**config.mk**
```make
export PLATFORM = sky130hd
export DESIGN_NAME = anps_regs
export DESIGN_NICKNAME = d
export VERILOG_FILES = /design/src/rtl/anps_pkg.sv /design/src/rtl/anps_page_capture.sv /design/src/rtl/anps_irq.sv /design/src/rtl/anps_regs.sv
export SDC_FILE = /design/constraint.sdc
export NUM_CORES = 1
export LEC_CHECK = 0
export BUFFER_PORTS_ARGS = -buffer_cell sky130_fd_sc_hd__buf_2
export CAP_MARGIN = 20
export CORE_UTILIZATION = 45
export CTS_CLUSTER_SIZE = 8
export DETAILED_ROUTE_END_ITERATION = 10
export PLACE_DENSITY = 0.79
export SYNTH_ARGS = -nofsm -noshare
export SYNTH_HDL_FRONTEND = slang
export SYNTH_SLANG_ARGS = --single-unit
```
**constraint.sdc**
```tcl
create_clock -name clk -period 2.21 [get_ports clk]
set_clock_uncertainty 0.1 [all_clocks]
set_input_delay 0.1105 -clock clk [delete_from_list [all_inputs] [get_ports clk]]
set_output_delay 0.1105 -clock clk [all_outputs]
set_load 0.02 [all_outputs]
```
**src/rtl/anps_pkg.sv**
```systemverilog
package anps_pkg;
  // Printed offsets are register indices; byte address is four times the index
  localparam logic [7:0]  IDX_PARTNER  = 8'h05;
  localparam logic [7:0]  IDX_EXPAND   = 8'h06;
  localparam logic [7:0]  IDX_CONFIG   = 8'h08;
  localparam logic [7:0]  IDX_IRQ_STAT = 8'h09;
  localparam logic [7:0]  IDX_IRQ_EN   = 8'h0a;
  localparam logic [7:0]  IDX_IRQ_CLR  = 8'h0b;
  // Partner ability fields
  localparam int          PA_NEXT_PAGE = 15;
  localparam int          PA_ACK       = 14;
  localparam int          PA_RFAULT    = 13;
  localparam int          PA_TECH_HI   = 12;
  localparam int          PA_TECH_LO   = 5;
  localparam int          PA_SEL_HI    = 4;
  localparam int          PA_SEL_LO    = 0;
  localparam logic [15:0] PA_RESET     = 16'h0000;
  // Expansion fields
  localparam int          EX_PD_FAULT  = 4;
  localparam int          EX_LP_NP     = 3;
  localparam int          EX_NP_ABLE   = 2;
  localparam int          EX_PAGE_RX   = 1;
  localparam int          EX_LP_AN     = 0;
  localparam logic        EX_NP_RESET  = 1'b1;
  // Own configuration fields
  localparam int          CF_AN_EN     = 0;
  localparam int          CF_LEGACY    = 1;
  localparam logic [1:0]  CF_RESET     = 2'h1;
  // Interrupt events
  localparam int          IRQ_N        = 2;
  localparam int          IRQ_PAGE     = 0;
  localparam int          IRQ_PDF      = 1;
  localparam logic [1:0]  HTRANS_NSEQ  = 2'h2;
endpackage : anps_pkg

```
**src/rtl/anps_page_capture.sv**
```systemverilog
`timescale 1ns/1ps
`default_nettype none
module anps_page_capture (
  // Clock and reset
  input  wire logic        clk,
  input  wire logic        rst_n,
  // From the negotiation engine
  input  wire logic        negRestart,
  input  wire logic        pageValid,
  input  wire logic [15:0] pageWord,
  // Captured pages
  output logic      [15:0] ability_q,
  output logic      [15:0] nextPage_q,
  output logic             baseSeen_q
);
  always_ff @(posedge clk or negedge rst_n) begin
    if (!rst_n) begin
      baseSeen_q <= 1'b0;
    end else if (negRestart) begin
      baseSeen_q <= 1'b0;
    end else if (pageValid) begin
      baseSeen_q <= 1'b1;
    end
  end

  // First page after a restart is the base page, the rest are next pages
  always_ff @(posedge clk or negedge rst_n) begin
    if (!rst_n) begin
      ability_q <= anps_pkg::PA_RESET;
    end else if (negRestart) begin
      ability_q <= anps_pkg::PA_RESET;
    end else if (pageValid && !baseSeen_q) begin
      ability_q <= pageWord;
    end
  end

  always_ff @(posedge clk or negedge rst_n) begin
    if (!rst_n) begin
      nextPage_q <= 16'h0000;
    end else if (pageValid && baseSeen_q && !negRestart) begin
      nextPage_q <= pageWord;
    end
  end
endmodule : anps_page_capture
`default_nettype wire

```
**src/rtl/anps_irq.sv**
```systemverilog
`timescale 1ns/1ps
`default_nettype none
module anps_irq #(
  parameter int N = 2
) (
  // Clock and reset
  input  wire logic         clk,
  input  wire logic         rst_n,
  // Events and software access
  input  wire logic [N-1:0] event_i,
  input  wire logic         enWr,
  input  wire logic         clrWr,
  input  wire logic [N-1:0] wdata,
  // State
  output logic      [N-1:0] status_q,
  output logic      [N-1:0] enable_q,
  output logic              irq
);
  genvar i;
  generate
    for (i = 0; i < N; i++) begin : g_bit
      // Set wins over a clear in the same cycle
      always_ff @(posedge clk or negedge rst_n) begin
        if (!rst_n) begin
          status_q[i] <= 1'b0;
        end else if (event_i[i]) begin
          status_q[i] <= 1'b1;
        end else if (clrWr && wdata[i]) begin
          status_q[i] <= 1'b0;
        end
      end
    end
  endgenerate

  always_ff @(posedge clk or negedge rst_n) begin
    if (!rst_n) begin
      enable_q <= '0;
    end else if (enWr) begin
      enable_q <= wdata;
    end
  end

  assign irq = |(status_q & enable_q);
endmodule : anps_irq
`default_nettype wire

```
**src/rtl/anps_regs.sv**
```systemverilog
`timescale 1ns/1ps
`default_nettype none
module anps_regs (
  // Clock and reset
  input  wire logic        clk,
  input  wire logic        rst_n,
  // AHB-Lite slave
  input  wire logic        hsel,
  input  wire logic [31:0] haddr,
  input  wire logic [1:0]  htrans,
  input  wire logic        hwrite,
  input  wire logic [2:0]  hsize,
  input  wire logic [31:0] hwdata,
  input  wire logic        hready,
  output logic      [31:0] hrdata,
  output logic             hreadyout,
  output logic             hresp,
  // Negotiation engine
  input  wire logic        negRestart,
  input  wire logic        pageValid,
  input  wire logic [15:0] pageWord,
  input  wire logic        bothLinksUp,
  input  wire logic        linkNotHeld,
  // Status outputs
  output logic      [15:0] nextPageData,
  output logic             remoteFaultStatus,
  output logic             irq
);
  logic [15:0]            ability;
  logic [15:0]            nextPageQ;
  logic                   baseSeen;
  logic                   addrValid;
  logic                   wrPend_q;
  logic [7:0]             wrIdx_q;
  logic [7:0]             rdIdx;
  logic [31:0]            rdata_d;
  logic [31:0]            hrdata_q;
  logic [1:0]             config_q;
  logic                   pdFault_q;
  logic                   pageRx_q;
  logic                   expRead;
  logic                   pdEvent;
  logic                   npAble;
  logic [15:0]            expansion;
  logic [anps_pkg::IRQ_N-1:0] irqEvt;
  logic [anps_pkg::IRQ_N-1:0] irqStat;
  logic [anps_pkg::IRQ_N-1:0] irqEn;

  anps_page_capture u_capture (
    .clk        (clk),
    .rst_n      (rst_n),
    .negRestart (negRestart),
    .pageValid  (pageValid),
    .pageWord   (pageWord),
    .ability_q  (ability),
    .nextPage_q (nextPageQ),
    .baseSeen_q (baseSeen)
  );

  assign nextPageData = nextPageQ;

  // Bus: zero wait state, always OKAY
  assign hreadyout = 1'b1;
  assign hresp     = 1'b0;
  assign hrdata    = hrdata_q;
  assign addrValid = hsel && hready && (htrans == anps_pkg::HTRANS_NSEQ || htrans == 2'h3);
  assign rdIdx     = haddr[9:2];

  always_ff @(posedge clk or negedge rst_n) begin
    if (!rst_n) begin
      wrPend_q <= 1'b0;
      wrIdx_q  <= 8'h00;
    end else if (hready) begin
      wrPend_q <= addrValid && hwrite;
      wrIdx_q  <= rdIdx;
    end
  end

  // Configuration: negotiation enable and legacy mode
  always_ff @(posedge clk or negedge rst_n) begin
    if (!rst_n) begin
      config_q <= anps_pkg::CF_RESET;
    end else if (wrPend_q && wrIdx_q == anps_pkg::IDX_CONFIG) begin
      config_q <= hwdata[1:0];
    end
  end

  // Legacy mode hides local next-page ability
  assign npAble = anps_pkg::EX_NP_RESET && !config_q[anps_pkg::CF_LEGACY];

  assign remoteFaultStatus = ability[anps_pkg::PA_RFAULT] && config_q[anps_pkg::CF_AN_EN];

  // Self-clearing flags: an event in the read cycle survives to the next read
  assign expRead = addrValid && !hwrite && rdIdx == anps_pkg::IDX_EXPAND;
  assign pdEvent = bothLinksUp || linkNotHeld;

  always_ff @(posedge clk or negedge rst_n) begin
    if (!rst_n) begin
      pdFault_q <= 1'b0;
    end else if (pdEvent) begin
      pdFault_q <= 1'b1;
    end else if (expRead) begin
      pdFault_q <= 1'b0;
    end
  end

  always_ff @(posedge clk or negedge rst_n) begin
    if (!rst_n) begin
      pageRx_q <= 1'b0;
    end else if (pageValid) begin
      pageRx_q <= 1'b1;
    end else if (expRead) begin
      pageRx_q <= 1'b0;
    end
  end

  always_comb begin
    expansion = 16'h0000;
    expansion[anps_pkg::EX_PD_FAULT] = pdFault_q;
    expansion[anps_pkg::EX_LP_NP]    = baseSeen && ability[anps_pkg::PA_NEXT_PAGE];
    expansion[anps_pkg::EX_NP_ABLE]  = npAble;
    expansion[anps_pkg::EX_PAGE_RX]  = pageRx_q;
    expansion[anps_pkg::EX_LP_AN]    = baseSeen;
  end

  // Read mux; partner and expansion have no write path
  always_comb begin
    case (rdIdx)
      anps_pkg::IDX_PARTNER:  rdata_d = {16'h0000, ability};
      anps_pkg::IDX_EXPAND:   rdata_d = {16'h0000, expansion};
      anps_pkg::IDX_CONFIG:   rdata_d = {30'h0, config_q};
      anps_pkg::IDX_IRQ_STAT: rdata_d = {30'h0, irqStat};
      anps_pkg::IDX_IRQ_EN:   rdata_d = {30'h0, irqEn};
      default:                rdata_d = 32'h0000_0000;
    endcase
  end

  always_ff @(posedge clk or negedge rst_n) begin
    if (!rst_n) begin
      hrdata_q <= 32'h0000_0000;
    end else if (addrValid && !hwrite) begin
      hrdata_q <= rdata_d;
    end
  end

  assign irqEvt[anps_pkg::IRQ_PAGE] = pageValid;
  assign irqEvt[anps_pkg::IRQ_PDF]  = pdEvent;

  anps_irq #(
    .N (anps_pkg::IRQ_N)
  ) u_irq (
    .clk      (clk),
    .rst_n    (rst_n),
    .event_i  (irqEvt),
    .enWr     (wrPend_q && wrIdx_q == anps_pkg::IDX_IRQ_EN),
    .clrWr    (wrPend_q && wrIdx_q == anps_pkg::IDX_IRQ_CLR),
    .wdata    (hwdata[anps_pkg::IRQ_N-1:0]),
    .status_q (irqStat),
    .enable_q (irqEn),
    .irq      (irq)
  );
endmodule : anps_regs
`default_nettype wire

```
After elaboration in Yosys (flattened, before gate mapping)
Cells that the tools add are included.
Widths: inputs -> output; s select.
{ "totals": {"mem_bits_rw": 0, "mem_count": 0, "inputBits": 94, "register_bits": 82, "latch_bits": 0, "rom_bits": 0} }
{ "op_classes": {"n_lt_le_gt_ge": 0, "n_addsub": 0, "reduce_logical": 28, "n_shift": 0, "div_mod_pow": 0, "n_mux": 12, "bitwise_logic": 1, "n_eq_ne": 10, "mul": 0} }
{ "op_table": {"columns": ["op", "count"], "rows": [
  ["$pmux 16 s5", 1],
  ["$eq 8x4->1 const B", 6],
  ["$mux 16", 2],
  ["$eq 8x3->1 const B", 2],
  ["$logic_and 1x1->1", 15],
  ["$reduce_bool 2->1", 6],
  ["$mux 1", 9],
  ["$eq 2x2->1 const B", 2],
  ["$logic_not 1->1", 4],
  ["$and 2x2->2", 1],
  ["$logic_or 1x1->1", 2],
  ["$reduce_or 2->1", 1]
]} }

Logic depth before layout (Yosys ltp)
{ "logic_depth": {"word_depth": 7, "ltp_mapped": 5} }

By module
A second synthesis with hierarchy kept.
{ "unflattened": {"hier_cells": 257, "hier_area_um2": 2986.6} }
{ "modules_own_cells": {"columns": ["mod", "n_inst", "cells_per_inst", "area_each_um2", "seq_area_each_um2"], "rows": [
  ["anps_regs", 1, 137, 1490.2, 726.9],
  ["anps_page_capture", 1, 109, 1335.0, 825.8],
  ["anps_irq", 1, 11, 161.4, 100.1]
]} }

Worst setup path before layout
OpenSTA, ideal clock, no wires.
{ "synth_timing": {"path_kind": "reg2reg", "from": "register wrIdx_q[4]", "to": "register u_irq.enable_q[0]", "path_buffers": 0, "path_slack_ns": 0.506, "arrival_ns": 1.479, "stages_incl_launch_ff": 5, "period_less_slack_ns": 1.704, "cell_sequence": "dfrtp_1 -> or4b_4 -> nor3_2 -> nand2_2 -> mux2_4"} }
{ "synth_via": {"elab_chain_len": 2} }
{ "synth_lines": {"columns": ["item", "line", "text"], "rows": [
  ["start: declaration", "anps_regs.sv:34", "logic [7:0] wrIdx_q;"],
  ["start signal: assignment", "anps_regs.sv:75", "wrIdx_q <= rdIdx;"],
  ["$eq 8x4->1", "anps_regs.sv:155", ".enWr (wrPend_q && wrIdx_q == anps_pkg::IDX_IRQ_EN),"],
  ["$logic_and 1x1->1", "anps_regs.sv:155", null],
  ["end signal: assignment", "anps_irq.sv:39", "enable_q <= wdata;"],
  ["end: declaration", "anps_irq.sv:16", "output logic [N-1:0] enable_q,"]
]} }
Every way passes these cells.
A chain may end at the register's enable or synchronous reset.

Final worst setup path
{ "layout_timing": {"from": "input port hsel", "to": "register pdFault_q"} }
{ "layout_via": {"elab_chain_len": 5} }
{ "layout_lines": {"columns": ["item", "line", "text"], "rows": [
  ["start: declaration", "anps_regs.sv:8", "input wire logic hsel,"],
  ["$logic_and 1x1->1 (2 in a row)", "anps_regs.sv:66", "assign addrValid = hsel && hready && (htrans == anps_pkg::HTRANS_NSEQ || htrans == 2'h3);"],
  ["$logic_and 1x1->1 (2 in a row)", "anps_regs.sv:94", "assign expRead = addrValid && !hwrite && rdIdx == anps_pkg::IDX_EXPAND;"],
  ["$reduce_bool 2->1 (no line)", null, null],
  ["end signal: assignment", "anps_regs.sv:99", "pdFault_q <= 1'b0;"],
  ["end signal: assignment", "anps_regs.sv:101", "pdFault_q <= 1'b1;"],
  ["end signal: assignment", "anps_regs.sv:103", "pdFault_q <= 1'b0;"],
  ["end: declaration", "anps_regs.sv:39", "logic pdFault_q;"]
]} }
Every way passes these cells.

==> summary.md <==
| Metric | Value |
|---|---|
| Fin nets | `between 400 and 500` |
| CP Class | `in -> reg` |
| Largest net degree at the start of global routing | `slightly above 40` |
| Vias/cell | `5.06` |
| Mean Syn Cell Area | `approximately 12 µm²` |
| Fin. Hold Viols | `0` |
| Reg2Reg Setup Slack | `about 0.37 ns` |
| Rows | `28` |
| DP HPWL | `4400 µm` |
| First drt pass iteration count | `4` |
| Hold Crit Class | `in -> reg` |
| IO Count | `146` |
| Core footprint | `between 6000 and 7000 µm²` |
| Critical Path Start Type | `input port` |
| Total power | `2770 µW` |
| Via count | `roughly 2.2k` |
| Post-Route WL | `~6200 µm` |
| Overall routing resource usage | `0.201` |
| Worst-Skew Late Latency | `about 0.34 ns` |
| Die W | `82.2 µm` |
| Worst R2R Path Depth | `4` |
| CTS tree | `built` |
| H-tree lvl count | `3` |
| Share of layout cells above drive strength 1 | `0.342` |
| Min Clock Period, post-route | `~2.0 ns` |
| ANT nets after route | `0` |
| DRC Markers | `0` |
| Seq/Total Area, Yosys | `0.572` |
| Vias in the first global route | `2035` |
| Grt ovf | `0` |
| Post-Syn Area | `about 2900 µm²` |
| First-pass GRT wire length | `approximately 9900 µm` |
| RSZ-0062 raised after global routing | `no` |
| Worst flop-to-flop path startpoint | `wrIdx_q[4]` |
| Area delta synth->final | `29.2%` |
| Worst slew margin | `0.574` |
| Crit path to | `pdFault_q` |
| Initial DRC count | `around 140` |
| Setup Fix Bufs, Post-CTS | `0` |
| Root Buffer | `clkbuf_8` |
| Crit path from | `hsel` |
| Final Max Tran Viols | `0` |
| TritonCTS Sinks | `66` |
| RePlAce Congestion | `about 0.8` |
| Cells after Synth | `248` |
| Die H | `82.2 µm` |
| Netlist cell types | `40` |
| Setup-failing EPs final | `0` |
| IO Port Bufs | `69` |
| Worst Tran Pin Value | `0.639 ns` |
| Yosys reg bits | `66` |
| CP required | `2.33 ns` |
| Warnings, synthesis | `0` |
| Power per cell area | `743 nW/µm²` |
| Peak VDD IR | `between 400 and 500 µV` |
| Status | `completed` |
| Max_cap viols | `0` |
| TritonCTS Buffers | `9` |
| Clk slew on worst S/H paths | `~0.07 ns` |
| FILL cells | `between 500 and 600` |
| Initial antenna violation count | `0` |
| Highest Clock Rate | `0.504 GHz` |
| Fin crit share | `0.897` |
| Leak | `0.00178 µW` |
| Max FO, Critical Path | `5` |
| Worst r2r dst | `u_irq.status_q[1]` |
| Setup TNS | `0 ns` |
| Die area | `6750 µm²` |
| WL per Instance | `approximately 14 µm` |
| N_diodes | `0` |
| Critical Path AT | `roughly 2.1 ns` |
| CTS max path bufs | `2` |
| CP endpoint kind | `flip-flop` |
| CTS resizes | `0` |
| Initial Util | `0.477` |
-- worst max-delay path, cell delays in order --
cell and delay, ns:
dlygate4sd3_1 0.52, buf_2 0.11, nand4b_1 0.13, nor2_2 0.25
nand3_1 0.13, a211o_1 0.30, dlygate4sd3_1 0.55
-- layer usage --
layer  wire (µm)  track usage  vias up
li1            -            -     1029
met1        2730        0.274     1067
met2        3020        0.305       66
met3         341       0.0560        9
met4         103       0.0789        0
met5           0            0        -
-- worst min path at each step --
stage                           from                     end  slack (ns)  cells past startpoint
after floorplan                rst_n             config_q[1]       -0.29                      0
after global placement         rst_n              wrIdx_q[4]        0.05                      1
after detailed placement       rst_n              wrIdx_q[4]        0.07                      1
after CTS                   haddr[2]              wrIdx_q[0]        0.04                      2
after global routing        haddr[2]              wrIdx_q[0]        0.06                      2
final                     negRestart  u_capture.ability_q[2]        0.05                      2
-- cells in the mapped netlist --
library cell  count  area, µm²
o21a_1            1       7.51
a22o_1           14        123
a32oi_1           1       8.76
a21oi_1          16       80.1
clkbuf_1          8       30.0
conb_1            2       7.51
o22ai_1           1       6.26
nand3_1           2       10.0
or4_1             1       7.51
nand2_2           1       6.26
buf_2             3       15.0
nand2b_1          3       18.8
o21ai_0           6       30.0
mux2i_1           1       10.0
and3_1            2       12.5
nor2_1            3       11.3
mux2_2           24        270
inv_1             2       7.51
nand4_1           1       6.26
nand2_1          41        154
mux2_4            2       30.0
nand4b_1          2       17.5
mux2_1            1       11.3
nand4bb_1         1       11.3
nor2_2            1       6.26
nor4_4            1       21.3
nor3_2            2       20.0
and2_1            1       6.26
a22oi_1           4       30.0
nand3b_1          2       15.0
nor2b_1           5       31.3
or3b_2            1       8.76
dfrtp_1          65       1630
dfstp_2           1       26.3
buf_6             1       11.3
a21o_1            3       22.5
buf_4            18        135
o211ai_1          1       7.51
or4b_4            1       13.8
a211o_1           2       17.5
-- cell type report --
class                           instances  area, µm²  share of cell area
Clock inverter                          2       10.0             0.00268
Timing Repair Buffer                  104        698               0.187
Multi-Input combinational cell        166       1100               0.294
Clock buffer                           14        173              0.0462
Sequential cell                        66       1650               0.443
Tap cell                               75       93.8              0.0251
Inverter                                2       7.51             0.00201
-- repair_timing --
action,in CTS,in global routing
endpoints found under the setup margin,0,0
hold buffers,31,0
hold endpoints to repair,72,0
-- flip-flops by register name, summed over array words and instances (netlist names) --
| signal | cells |
|---|---|
| pdFault_q | 1 |
| u_capture.nextPage_q | 16 |
| pageRx_q | 1 |
| wrPend_q | 1 |
| u_irq.enable_q | 2 |
| u_capture.baseSeen_q | 1 |
| config_q | 2 |
| u_irq.status_q | 2 |
| wrIdx_q | 8 |
| hrdata | 16 |
| u_capture.ability_q | 16 |
-- power breakdown --
part / switching [µW] / leakage, µW / total, µW / internal (µW)
sequential: 59.0 / 0.000827 / 1370 / 1310
clock: 429 / 0.0000965 / 925 / 496
combinational: 272 / 0.000854 / 477 / 205
total: 759 / 0.00178 / 2770 / 2010
-- metrics by stage --
| stage | instance area, µm² | setup WS, ns | utilization | std cells | hold slack, ns |
|---|---|---|---|---|---|
| 6_report | 3730 | 0.227 | 0.616 | 429 | 0.0527 |
| 5_1_grt | 3730 | 0.0313 | 0.616 | 429 | 0.0563 |
| 4_1_cts | 3730 | 0.258 | 0.616 | 429 | 0.0407 |
| 3_5_place_dp | 3240 | 0.393 | 0.535 | 382 | 0.0658 |
| 3_3_place_gp | 3240 | 0.437 | 0.535 | 382 | 0.0549 |
| 2_1_floorplan | 2950 | 0.506 | - | 264 | -0.285 |
-- logic make-up after synthesis --
kind of cell / Yosys count / share of synthesized area
and+or+nand+nor: 71 / 0.131
buffers and inverters: 32 / 0.0688
AOI/OAI and AO/OA: 49 / 0.115
DFF: 66 / 0.572
other: 2 / 0.00260
muxes: 28 / 0.111
-- cells in the final DEF, fill, tap and decap left out, types with 2 or more instances in the layout --
| cell | Yosys | routed |
|---|---|---|
| a211o_1 | 2 | 2 |
| a21o_1 | 3 | 3 |
| a21oi_1 | 16 | 16 |
| a22o_1 | 14 | 14 |
| a22oi_1 | 4 | 4 |
| and3_1 | 2 | 2 |
| buf_2 | 3 | 69 |
| buf_4 | 18 | 3 |
| clkbuf_1 | 8 | 2 |
| clkbuf_8 | 0 | 12 |
| clkinv_2 | 0 | 2 |
| conb_1 | 2 | 18 |
| dfrtp_1 | 65 | 65 |
| dlygate4sd3_1 | 0 | 31 |
| inv_1 | 2 | 2 |
| mux2_2 | 24 | 24 |
| mux2_4 | 2 | 2 |
| nand2_1 | 41 | 41 |
| nand2b_1 | 3 | 3 |
| nand3_1 | 2 | 2 |
| nand3b_1 | 2 | 2 |
| nand4b_1 | 2 | 2 |
| nor2_1 | 3 | 3 |
| nor2b_1 | 5 | 5 |
| nor3_2 | 2 | 2 |
| o21ai_0 | 6 | 6 |
Power figures use the tool's default switching activity.
